--- src/rtl/usbdc_pkg.sv ---
// Shared constants and types for the USB packet DMA channel configuration block.
package usbdc_pkg;

  localparam int N_CH = 4;

  // Byte offsets on the APB register bus.
  localparam logic [7:0] OFF_REV_LOW = 8'h00;
  localparam logic [7:0] OFF_REV_HIGH = 8'h04;
  localparam logic [7:0] OFF_TD_QSEL = 8'h08;
  localparam logic [7:0] OFF_EMU = 8'h0c;
  localparam logic [7:0] OFF_IRQ_STAT = 8'h10;
  localparam logic [7:0] OFF_IRQ_MASK = 8'h14;
  localparam logic [7:0] OFF_TX_QUEUE = 8'h20;
  localparam logic [7:0] OFF_TX_CTRL = 8'h24;
  localparam logic [7:0] OFF_RX_QUEUE = 8'h40;
  localparam logic [7:0] OFF_RX_CTRL = 8'h44;
  localparam logic [7:0] CH_STRIDE = 8'h08;

  // Field positions inside the 16-bit registers.
  localparam int QNUM_LSB = 0;
  localparam int QNUM_W = 12;
  localparam int QMGR_LSB = 12;
  localparam int QMGR_W = 2;
  localparam int KIND_LSB = 14;
  localparam int KIND_W = 2;
  localparam int EN_BIT = 15;
  localparam int TD_BIT = 14;
  localparam int ERR_BIT = 8;
  localparam int SKIP_LSB = 0;
  localparam int SKIP_W = 8;
  localparam int EMU_SOFT_BIT = 1;
  localparam int EMU_FREE_BIT = 0;

  // Interrupt status layout: transmit teardown, receive teardown, receive starvation.
  localparam int IRQ_W = 12;
  localparam int IRQ_TX_TD_LSB = 0;
  localparam int IRQ_RX_TD_LSB = 4;
  localparam int IRQ_STARVE_LSB = 8;

  // Host kind code and reset values.
  localparam logic [KIND_W-1:0] KIND_HOST = 2'h1;
  localparam logic [KIND_W-1:0] KIND_RESET = 2'h0;
  localparam logic [IRQ_W-1:0] IRQ_MASK_RESET = 12'h000;

  typedef enum logic [1:0] {
    USBDC_RUN = 2'b00,
    USBDC_DRAIN = 2'b01,
    USBDC_HALT = 2'b10
  } usbdc_emu_t;

endpackage

--- src/rtl/usbdc_top.sv ---
// Channel configuration, teardown and emulation control of the USB packet DMA, APB slave.
// Operation
// - Two-bit teardown queue manager selector.
// - Twelve-bit teardown queue number selects queue.
// - Four transmit channels, two registers each.
// - Transmit return queue manager and number.
// - Transmit enable bit cleared after teardown.
// - Transmit teardown request bit stays set.
// - Four receive channels, two registers each.
// - Descriptor kind field, host is one.
// - Receive destination queue manager and number.
// - Receive enable bit cleared after teardown.
// - Receive teardown bit set on completion.
// - Error mode zero: drop and reclaim.
// - Error mode one: idle, retry later.
// - Eight-bit skip in first buffer.
// - Read-only revision split over two halves.
// - Soft-stop and free-run emulation bits.
module usbdc_top #(
  parameter logic [15:0] REV_LOW_HALF = 16'h0001,
  parameter logic [15:0] REV_HIGH_HALF = 16'h0002
) (
  input wire logic CLOCK_IN,
  input wire logic RST_N_IN,
  input wire logic PSEL_IN,
  input wire logic PENABLE_IN,
  input wire logic PWRITE_IN,
  input wire logic [7:0] PADDR_IN,
  input wire logic [31:0] PWDATA_IN,
  output logic [31:0] PRDATA_OUT,
  output logic PREADY_OUT,
  output logic PSLVERR_OUT,
  input wire logic [3:0] TX_TD_DONE_IN,
  input wire logic [3:0] RX_TD_DONE_IN,
  input wire logic [3:0] RX_STARVE_IN,
  input wire logic EMU_SUSPEND_IN,
  input wire logic PKT_BOUNDARY_IN,
  output logic [1:0] TD_QMGR_OUT,
  output logic [11:0] TD_QNUM_OUT,
  output logic [3:0] TX_ENABLE_OUT,
  output logic [3:0] TX_TEARDOWN_OUT,
  output logic [7:0] TX_RET_QMGR_OUT,
  output logic [47:0] TX_RET_QNUM_OUT,
  output logic [3:0] RX_ENABLE_OUT,
  output logic [7:0] RX_KIND_OUT,
  output logic [7:0] RX_QMGR_OUT,
  output logic [47:0] RX_QNUM_OUT,
  output logic [31:0] RX_SKIP_OUT,
  output logic [3:0] RX_STARVE_DROP_OUT,
  output logic [3:0] RX_STARVE_RETRY_OUT,
  output logic DMA_HALT_OUT,
  output logic IRQ_OUT
);

  typedef struct packed {
    logic pready;
    logic pslverr;
    logic [31:0] prdata;
    logic [1:0] td_qmgr;
    logic [11:0] td_qnum;
    logic emu_soft;
    logic emu_free;
    logic [3:0][1:0] tx_qmgr;
    logic [3:0][11:0] tx_qnum;
    logic [3:0] tx_en;
    logic [3:0] tx_td;
    logic [3:0][1:0] rx_kind;
    logic [3:0][1:0] rx_qmgr;
    logic [3:0][11:0] rx_qnum;
    logic [3:0] rx_en;
    logic [3:0] rx_td;
    logic [3:0] rx_err;
    logic [3:0][7:0] rx_skip;
    logic [11:0] irq_stat;
    logic [11:0] irq_mask;
    logic irq;
    logic [3:0] drop;
    logic [3:0] retry;
    usbdc_pkg::usbdc_emu_t emu;
    logic halt;
    logic sus_meta;
    logic sus_sync;
  } usbdc_state_t;

  usbdc_state_t state_q;
  usbdc_state_t state_d;

  always_comb begin
    logic [31:0] rd;
    logic hit;
    logic wr;
    logic take;
    logic [15:0] wd;
    logic [7:0] a;
    logic [7:0] ch_off;
    rd = 32'h0000_0000;
    hit = 1'b0;
    wd = PWDATA_IN[15:0];
    a = PADDR_IN;
    ch_off = 8'h00;
    // The access phase is held one cycle: pready rises on its first edge and the
    // write lands on the edge that samples it, so read data never needs a comb path.
    take = PSEL_IN & PENABLE_IN & ~state_q.pready;
    wr = PSEL_IN & PENABLE_IN & state_q.pready & PWRITE_IN & ~state_q.pslverr;
    state_d = state_q;
    state_d.drop = 4'h0;
    state_d.retry = 4'h0;

    // Address decode and read mux.
    case (a)
      usbdc_pkg::OFF_REV_LOW: begin
        rd = {16'h0000, REV_LOW_HALF};
        hit = 1'b1;
      end
      usbdc_pkg::OFF_REV_HIGH: begin
        rd = {16'h0000, REV_HIGH_HALF};
        hit = 1'b1;
      end
      usbdc_pkg::OFF_TD_QSEL: begin
        rd = {18'h00000, state_q.td_qmgr, state_q.td_qnum};
        hit = 1'b1;
      end
      usbdc_pkg::OFF_EMU: begin
        rd = {30'h0000_0000, state_q.emu_soft, state_q.emu_free};
        hit = 1'b1;
      end
      usbdc_pkg::OFF_IRQ_STAT: begin
        rd = {20'h00000, state_q.irq_stat};
        hit = 1'b1;
      end
      usbdc_pkg::OFF_IRQ_MASK: begin
        rd = {20'h00000, state_q.irq_mask};
        hit = 1'b1;
      end
      default: begin
        rd = 32'h0000_0000;
        hit = 1'b0;
      end
    endcase
    for (int i = 0; i < usbdc_pkg::N_CH; i++) begin
      ch_off = 8'(usbdc_pkg::CH_STRIDE * i);
      if (a == usbdc_pkg::OFF_TX_QUEUE + ch_off) begin
        rd = {18'h00000, state_q.tx_qmgr[i], state_q.tx_qnum[i]};
        hit = 1'b1;
      end
      if (a == usbdc_pkg::OFF_TX_CTRL + ch_off) begin
        rd = {16'h0000, state_q.tx_en[i], state_q.tx_td[i], 14'h0000};
        hit = 1'b1;
      end
      if (a == usbdc_pkg::OFF_RX_QUEUE + ch_off) begin
        rd = {16'h0000, state_q.rx_kind[i], state_q.rx_qmgr[i], state_q.rx_qnum[i]};
        hit = 1'b1;
      end
      if (a == usbdc_pkg::OFF_RX_CTRL + ch_off) begin
        rd = {16'h0000, state_q.rx_en[i], state_q.rx_td[i], 5'h00, state_q.rx_err[i],
              state_q.rx_skip[i]};
        hit = 1'b1;
      end
    end

    state_d.pready = take;
    if (take) begin
      state_d.pslverr = ~hit;
      state_d.prdata = (hit & ~PWRITE_IN) ? rd : 32'h0000_0000;
    end

    // Software writes.
    if (wr) begin
      if (a == usbdc_pkg::OFF_TD_QSEL) begin
        state_d.td_qmgr = wd[usbdc_pkg::QMGR_LSB +: usbdc_pkg::QMGR_W];
        state_d.td_qnum = wd[usbdc_pkg::QNUM_LSB +: usbdc_pkg::QNUM_W];
      end
      if (a == usbdc_pkg::OFF_EMU) begin
        state_d.emu_soft = wd[usbdc_pkg::EMU_SOFT_BIT];
        state_d.emu_free = wd[usbdc_pkg::EMU_FREE_BIT];
      end
      if (a == usbdc_pkg::OFF_IRQ_STAT) begin
        state_d.irq_stat = state_q.irq_stat & ~wd[11:0];
      end
      if (a == usbdc_pkg::OFF_IRQ_MASK) begin
        state_d.irq_mask = wd[11:0];
      end
      for (int i = 0; i < usbdc_pkg::N_CH; i++) begin
        ch_off = 8'(usbdc_pkg::CH_STRIDE * i);
        if (a == usbdc_pkg::OFF_TX_QUEUE + ch_off) begin
          state_d.tx_qmgr[i] = wd[usbdc_pkg::QMGR_LSB +: usbdc_pkg::QMGR_W];
          state_d.tx_qnum[i] = wd[usbdc_pkg::QNUM_LSB +: usbdc_pkg::QNUM_W];
        end
        if (a == usbdc_pkg::OFF_TX_CTRL + ch_off) begin
          state_d.tx_en[i] = wd[usbdc_pkg::EN_BIT];
          state_d.tx_td[i] = wd[usbdc_pkg::TD_BIT];
        end
        if (a == usbdc_pkg::OFF_RX_QUEUE + ch_off) begin
          state_d.rx_kind[i] = wd[usbdc_pkg::KIND_LSB +: usbdc_pkg::KIND_W];
          state_d.rx_qmgr[i] = wd[usbdc_pkg::QMGR_LSB +: usbdc_pkg::QMGR_W];
          state_d.rx_qnum[i] = wd[usbdc_pkg::QNUM_LSB +: usbdc_pkg::QNUM_W];
        end
        if (a == usbdc_pkg::OFF_RX_CTRL + ch_off) begin
          state_d.rx_en[i] = wd[usbdc_pkg::EN_BIT];
          state_d.rx_td[i] = wd[usbdc_pkg::TD_BIT];
          state_d.rx_err[i] = wd[usbdc_pkg::ERR_BIT];
          state_d.rx_skip[i] = wd[usbdc_pkg::SKIP_LSB +: usbdc_pkg::SKIP_W];
        end
      end
    end

    // Engine events come after software so that completion wins a same-cycle write.
    for (int i = 0; i < usbdc_pkg::N_CH; i++) begin
      if (TX_TD_DONE_IN[i]) begin
        state_d.tx_en[i] = 1'b0;
        state_d.irq_stat[usbdc_pkg::IRQ_TX_TD_LSB + i] = 1'b1;
      end
      if (RX_TD_DONE_IN[i]) begin
        state_d.rx_en[i] = 1'b0;
        state_d.rx_td[i] = 1'b1;
        state_d.irq_stat[usbdc_pkg::IRQ_RX_TD_LSB + i] = 1'b1;
      end
      // Starvation only matters on a live channel; the mode bit picks the recovery.
      if (RX_STARVE_IN[i] && state_q.rx_en[i]) begin
        state_d.drop[i] = ~state_q.rx_err[i];
        state_d.retry[i] = state_q.rx_err[i];
        state_d.irq_stat[usbdc_pkg::IRQ_STARVE_LSB + i] = 1'b1;
      end
    end
    state_d.irq = |(state_d.irq_stat & state_d.irq_mask);

    // Emulation suspend: the pin passes two flops before the state machine reads it.
    state_d.sus_meta = EMU_SUSPEND_IN;
    state_d.sus_sync = state_q.sus_meta;
    case (state_q.emu)
      usbdc_pkg::USBDC_RUN: begin
        if (state_q.sus_sync && !state_q.emu_free) begin
          state_d.emu = state_q.emu_soft ? usbdc_pkg::USBDC_DRAIN : usbdc_pkg::USBDC_HALT;
        end
      end
      usbdc_pkg::USBDC_DRAIN: begin
        if (!state_q.sus_sync || state_q.emu_free) begin
          state_d.emu = usbdc_pkg::USBDC_RUN;
        // Clearing soft-stop while draining falls back to the immediate halt.
        end else if (PKT_BOUNDARY_IN || !state_q.emu_soft) begin
          state_d.emu = usbdc_pkg::USBDC_HALT;
        end
      end
      usbdc_pkg::USBDC_HALT: begin
        if (!state_q.sus_sync || state_q.emu_free) begin
          state_d.emu = usbdc_pkg::USBDC_RUN;
        end
      end
      default: begin
        state_d.emu = usbdc_pkg::USBDC_RUN;
      end
    endcase
    // Free-run overrides at once even mid-drain, so a debugger never freezes it.
    if (state_q.emu_free) begin
      state_d.emu = usbdc_pkg::USBDC_RUN;
    end
    state_d.halt = (state_d.emu == usbdc_pkg::USBDC_HALT);
  end

  always_ff @(posedge CLOCK_IN or negedge RST_N_IN) begin
    if (!RST_N_IN) begin
      state_q <= '0;
      state_q.irq_mask <= usbdc_pkg::IRQ_MASK_RESET;
      state_q.rx_kind <= {usbdc_pkg::N_CH{usbdc_pkg::KIND_RESET}};
      state_q.emu <= usbdc_pkg::USBDC_RUN;
    end else begin
      state_q <= state_d;
    end
  end

  assign PRDATA_OUT = state_q.prdata;
  assign PREADY_OUT = state_q.pready;
  assign PSLVERR_OUT = state_q.pslverr;
  assign TD_QMGR_OUT = state_q.td_qmgr;
  assign TD_QNUM_OUT = state_q.td_qnum;
  assign TX_ENABLE_OUT = state_q.tx_en;
  assign TX_TEARDOWN_OUT = state_q.tx_td;
  assign TX_RET_QMGR_OUT = state_q.tx_qmgr;
  assign TX_RET_QNUM_OUT = state_q.tx_qnum;
  assign RX_ENABLE_OUT = state_q.rx_en;
  assign RX_KIND_OUT = state_q.rx_kind;
  assign RX_QMGR_OUT = state_q.rx_qmgr;
  assign RX_QNUM_OUT = state_q.rx_qnum;
  assign RX_SKIP_OUT = state_q.rx_skip;
  assign RX_STARVE_DROP_OUT = state_q.drop;
  assign RX_STARVE_RETRY_OUT = state_q.retry;
  assign DMA_HALT_OUT = state_q.halt;
  assign IRQ_OUT = state_q.irq;
endmodule // usbdc_top

--- config.mk ---
export PLATFORM = sky130hd
export DESIGN_NAME = usbdc_top
export DESIGN_NICKNAME = d
export VERILOG_FILES = /design/src/rtl/usbdc_pkg.sv /design/src/rtl/usbdc_top.sv
export SDC_FILE = /design/constraint.sdc
export NUM_CORES = 1
export LEC_CHECK = 0
export BUFFER_PORTS_ARGS = -buffer_cell sky130_fd_sc_hd__clkbuf_2
export CAP_MARGIN = 15
export CELL_PAD_IN_SITES_DETAIL_PLACEMENT = 0
export CELL_PAD_IN_SITES_GLOBAL_PLACEMENT = 1
export CORE_MARGIN = 1
export CORE_UTILIZATION = 44
export CTS_CLUSTER_SIZE = 25
export DETAILED_ROUTE_END_ITERATION = 6
export PLACE_DENSITY_LB_ADDON = 0.1
export SLEW_MARGIN = 20
export SYNTH_ARGS = -nofsm -noshare
export SYNTH_HDL_FRONTEND = slang
export SYNTH_SLANG_ARGS = --single-unit
--- constraint.sdc ---
create_clock -name CLOCK_IN -period 3.71 [get_ports CLOCK_IN]
set_input_delay 0.5565 -clock CLOCK_IN [delete_from_list [all_inputs] [get_ports CLOCK_IN]]
set_output_delay 0.5565 -clock CLOCK_IN [all_outputs]
set_load 0.05 [all_outputs]
# Yosys cells after proc, flatten, opt, wreduce, memory -nomap -nowiden
# Index checks and enable logic that the tools add are counted.
word_totals:
  output_inout_bits: 222
  elab_cells: 270
  register_bits: 260
  input_bits: 59
op_classes:
  reduce_logical: 56
  n_eq_ne: 24
  mux: 113
  n_bitwise: 17
op_table:
  columns: ["operator", "count"]
  rows:
  - ["32-bit two-way mux", 16]
  - ["140-bit two-way mux", 1]
  - ["14-bit case mux with 6 select lines", 1]
  - ["12-bit two-way mux", 6]
  - ["1-bit two-way mux", 69]
  - ["8-bit by 6-bit equality test with 1-bit output (second input constant)", 8]
  - ["8-bit by 7-bit equality test with 1-bit output (second input constant)", 8]
  - ["2-bit AND reduction", 26]
  - ["8-bit two-way mux", 4]
  - ["2-bit nonzero test", 16]
  - ["2-bit two-way mux", 14]
  - ["12-bit bitwise AND", 2]
  - ["8-bit by 4-bit equality test with 1-bit output (second input constant)", 2]
  - ["8-bit by 5-bit equality test with 1-bit output (second input constant)", 2]
  - ["14-bit two-way mux", 1]
  - ["12-bit inverter", 1]
  - ["12-bit OR reduction", 1]
  - ["8-bit by 3-bit equality test with 1-bit output (second input constant)", 1]
  - ["8-bit zero test", 1]
  - ["1-bit inverter", 8]
  - ["1-bit bitwise AND", 6]
  - ["2-bit case mux with 3 select lines", 1]
  - ["6-bit OR reduction", 1]
  - ["1-bit logical AND", 5]
  - ["other kinds (5)", 9]

# Longest topological paths before layout
logic_depth:
  word_depth: 21
  depth_mapped: 9
  ltp_nobuf: 6

# Least setup slack after synthesis
# No wires, ideal clock.
synth_path:
  path_type: "input to register"
  start: "in PADDR_IN[0]"
  end: "reg state_q, in the netlist IRQ_OUT"
  t_arrival_ps: 2555
  n_path_buf: 2
  path_stages: 7
  slack_ps: 1016
  path_cell_list: "buf_2 -> nor4b_4 -> nand4_2 -> buf_4 -> mux2_4 -> a22o_1 -> or4_1"
synth_lines:
  columns: ["item", "line", "rtl"]
  rows:
  - ["from (decl)", "usbdc_top.sv:28", "input wire logic [7:0] PADDR_IN,"]
  - ["to (signal assigned)", "usbdc_top.sv:267", "state_q <= state_d;"]
  - ["to (decl)", "usbdc_top.sv:85", "usbdc_state_t state_q;"]

# Final worst setup path
layout_path:
  start: "in PADDR_IN[3]"
  end: "reg state_q, in the netlist PRDATA_OUT[12]"
layout_between:
  elab_chain_len: 21
layout_lines:
  columns: ["item", "line", "rtl"]
  rows:
  - ["8-bit by 4-bit equality test with 1-bit output, or another cell as far along", "usbdc_top.sv:110", "case (a)"]
  - ["6-bit OR reduction (no line)", null, null]
  - ["1-bit two-way mux", "usbdc_top.sv:110", null]
  - ["1-bit two-way mux", "usbdc_top.sv:142", "if (a == usbdc_pkg::OFF_TX_QUEUE + ch_off) begin"]
  - ["1-bit two-way mux", "usbdc_top.sv:146", "if (a == usbdc_pkg::OFF_TX_CTRL + ch_off) begin"]
  - ["1-bit two-way mux", "usbdc_top.sv:150", "if (a == usbdc_pkg::OFF_RX_QUEUE + ch_off) begin"]
  - ["1-bit two-way mux", "usbdc_top.sv:154", "if (a == usbdc_pkg::OFF_RX_CTRL + ch_off) begin"]
  - ["1-bit two-way mux", "usbdc_top.sv:142", null]
  - ["(+5 left out)", null, null]
  - ["1-bit two-way mux", "usbdc_top.sv:150", null]
  - ["1-bit two-way mux", "usbdc_top.sv:154", null]
  - ["1-bit two-way mux", "usbdc_top.sv:142", null]
  - ["1-bit two-way mux", "usbdc_top.sv:146", null]
  - ["1-bit two-way mux", "usbdc_top.sv:150", null]
  - ["1-bit two-way mux", "usbdc_top.sv:154", null]
  - ["1-bit bitwise AND", "usbdc_top.sv:164", "state_d.prdata = (hit & ~PWRITE_IN) ? rd : 32'h0000_0000;"]
  - ["32-bit two-way mux *", "usbdc_top.sv:164", null]
# Mark *: on every way between the ends. The rest lies on a longest branch, timed or not.
# A chain may end at the register's enable or synchronous reset.

==> results.ini <==
[flow_run]
maxCapViolCount = 0

[cells_and_area]
final_util_pct = 49.66
instances_no_fill = 1686
seq_area_mm2 = 0.006106
area_growth_pct = 9.728
fillCellCount = 2772
final_net_count = 1340
final_area_mm2 = 0.01441
multi_input_area_mm2 = 0.005131
drive_gt1_share_pct = 43.50

[drt]
postRouteAntennaNets = 0
via_per_inst = 5.749
drt_iter0_markers = 637
drc = 0
routed_wl_um = 42800
wire_per_inst_um = 25.38
vias = 9693
dr.pass1.iters = 5

[synth]
synthDistinctLibCells = 68
synth_seq_cells = 244
synth_top_area_share_pct = 46.50
yosys_warnings = 0
synth-edff-count = 0
ys.flop_type = dfrtp_1
async_flop_share_pct = 100.0
synthTopCellsByArea = dfrtp_1 46%, mux2_2 15%, buf_4 13%, nand2_1 2.9%, a22oi_1 1.8%
yosysSeqAreaShare_pct = 46.50
synthAdderAreaFrac_pct = 0
synth_area_mm2 = 0.01313
synth_compound_area_share_pct = 11.90
syn_inst = 1217
synth_simple_gate_area_share_pct = 10.55
synth_top_family_by_area = multiplexers
muxShareOfSynthArea_pct = 16.10
synth_xor_area_share_pct = 0
syn_area_per_cell_um2 = 10.79
synth_top_area_cell = dfrtp_1

[floorplanning]
std_cell_rows = 62
start_util_pct = 45.26
die_h_um = 174.8
ios = 281
die-area_mm2 = 0.03054
die_x_um = 174.8
core-area_mm2 = 0.02901

[pwr]
peakVddDrop_mv = 0.2848
total_power_mw = 5.721
power.density_mw_per_mm2 = 397.1
p_leak_nw = 7.394

[worst_setup_path]
arrival_ns = 3.04
path_class = input pin to flop
required_ns = 4.17
end_kind = flop
worstPathMaxFanout = 16
cp-start-kind = input pin

[cts]
post_cts_resized = 0
root_buffer = clkbuf_16
clk_path_buf_depth = 3
post-cts-setup-buffer-count = 0
cts_hold_buf = 0
cts_sinks = 244
cts_made_buffers = 27
cts.htree.levels = 1
clk_pin_slew_worst_paths_ns = 0.06
cts_tree = built
clock_latency_ns = 0.54

[global_routing]
antenna_found_initial = 0
grt_use_total_pct = 28.07
grt-ovfl-total = 0
grt_pass1_wl_um = 63250
first_global_vias = 9648
grt_max_degree = 90

[worst_hold_path]
min_path_type = input pin to asynchronous set/reset pin

[sta]
finalMaxSlewViolations = 0
skew_ns = 0.008105
finalSetupTns_ns = 0
fin_crit_ns = 2.580
tightest_slew_ns = 0.7283
finalSetupViolCount = 0
rsz0062_at_grt = no
fmax_ghz = 0.3877
min_period_over_period_pct = 69.53
setup_slack_ns = 1.130
holdWs_ns = 0.03406
finalHoldViolations = 0
slew_headroom_pct = 51.18

[placed_design]
dpl_cell_area_mm2 = 0.01351
portBuffers = 248
gp_congestion = 0.8917
dp_cells = 1636
dpl.hpwl_um = 30800
preCtsSetupSlack_ns = 0.6253

[outcome]
run_status = complete, no violations

==> routing by layer <==
metal	vias up	GRT usage, %	routed length, um
met1	4956	38.42	18700
li1	4255	-	-
met5	-	0	0
met2	403	44.03	19540
met3	79	5.374	2948
met4	0	10.62	1607
==> final cells by class <==
class / instances / share of cell area [%]
sequential: 244 / 42.38
clock inverter: 13 / 0.8597
clock buffer: 36 / 5.340
tap: 384 / 3.334
inverter: 5 / 0.1303
antenna: 1 / 0.01737
timing repair buffer: 313 / 12.33
multi-input combinational: 690 / 35.61
==> critical path, stage by stage <==
cell	delay, ns
clkbuf_2	0.32
or4b_2	0.82
o22ai_2	0.38
nor3_2	0.20
a31oi_2	0.25
nand2_1	0.26
o21ai_0	0.24
==> path summary, 6_finish.rpt <==
| path | start | end | slack, ns | depth (start not counted) |
|---|---|---|---|---|
| worst max-delay path | PADDR_IN[3] | PRDATA_OUT[12] | 1.13 | 7 |
| worst min-delay path | RST_N_IN | DMA_HALT_OUT | 0.03 | 1 |
| worst max register to register | PSLVERR_OUT | RX_SKIP_OUT[31] | 1.20 | 5 |
| worst min register to register | state_d[0] | state_q[0] | 0.35 | 0 |
| max in group asynchronous | RST_N_IN | RX_SKIP_OUT[2] | 2.85 | 2 |
| min in group CLOCK_IN | EMU_SUSPEND_IN | state_d[0] | 0.12 | 1 |
==> Yosys cell counts, types with 3 or more instances <==
library cell,instances
o221ai_1,15
a22oi_1,31
buf_4,221
nor2_2,4
a21o_1,6
nand3b_1,4
or3_1,6
and3_1,9
a211o_1,3
o211ai_1,9
nor4bb_1,3
nand2b_1,4
clkbuf_1,54
a221o_1,8
nor4b_2,4
inv_1,5
o31ai_1,15
nor2_1,50
nand3_1,22
or4b_2,3
a21oi_1,31
and2_1,4
nand2_1,101
dfrtp_1,244
a31oi_1,9
or4_1,3
mux2i_1,8
nand4bb_1,3
a22o_1,13
nor3_1,24
o21ai_0,46
mux2_2,178
a222oi_1,3
buf_1,9
a211oi_1,13
a32oi_1,3
buf_2,9
or2_2,3
==> kinds of logic (layout without fill, tap and decap cells) <==
kind of cell,after synthesis,count (layout)
AO/OA/AOI/OAI,222,222
buffers and inverters,298,367
flip-flops,244,244
multiplexers,188,188
other,1,17
AND/OR/NAND/NOR,264,264
==> cells in the final DEF, fill, tap and decap left out, types with 8 or more instances in the layout <==
cell type / count
clkbuf_2: 247
dfrtp_1: 244
mux2_2: 178
nand2_1: 101
buf_4: 62
nor2_1: 49
o21ai_0: 46
a21oi_1: 31
a22oi_1: 31
clkbuf_16: 27
nor3_1: 24
nand3_1: 22
conb_1: 16
o31ai_1: 15
o221ai_1: 15
a22o_1: 13
a211oi_1: 13
o211ai_1: 9
and3_1: 9
a31oi_1: 9
a221o_1: 8
mux2i_1: 8
clkinv_2: 8
==> state kept, by name, summed over array words and instances, names as in the netlist, 4 cells and up <==
| register | count |
|---|---|
| TX_RET_QMGR_OUT | 8 |
| TX_ENABLE_OUT | 4 |
| TX_RET_QNUM_OUT | 48 |
| state_q | 37 |
| RX_SKIP_OUT | 32 |
| TD_QNUM_OUT | 12 |
| RX_STARVE_DROP_OUT | 4 |
| TX_TEARDOWN_OUT | 4 |
| RX_QNUM_OUT | 48 |
| RX_QMGR_OUT | 8 |
| RX_KIND_OUT | 8 |
| RX_ENABLE_OUT | 4 |
| RX_STARVE_RETRY_OUT | 4 |
| PRDATA_OUT | 16 |
==> report_power, final <==
part | switching [mW] | internal, mW
clock | 1.12 | 1.59
combinational | 0.263 | 0.0703
sequential | 0.00955 | 2.67
No activity file was read; power rests on OpenSTA's default activity.
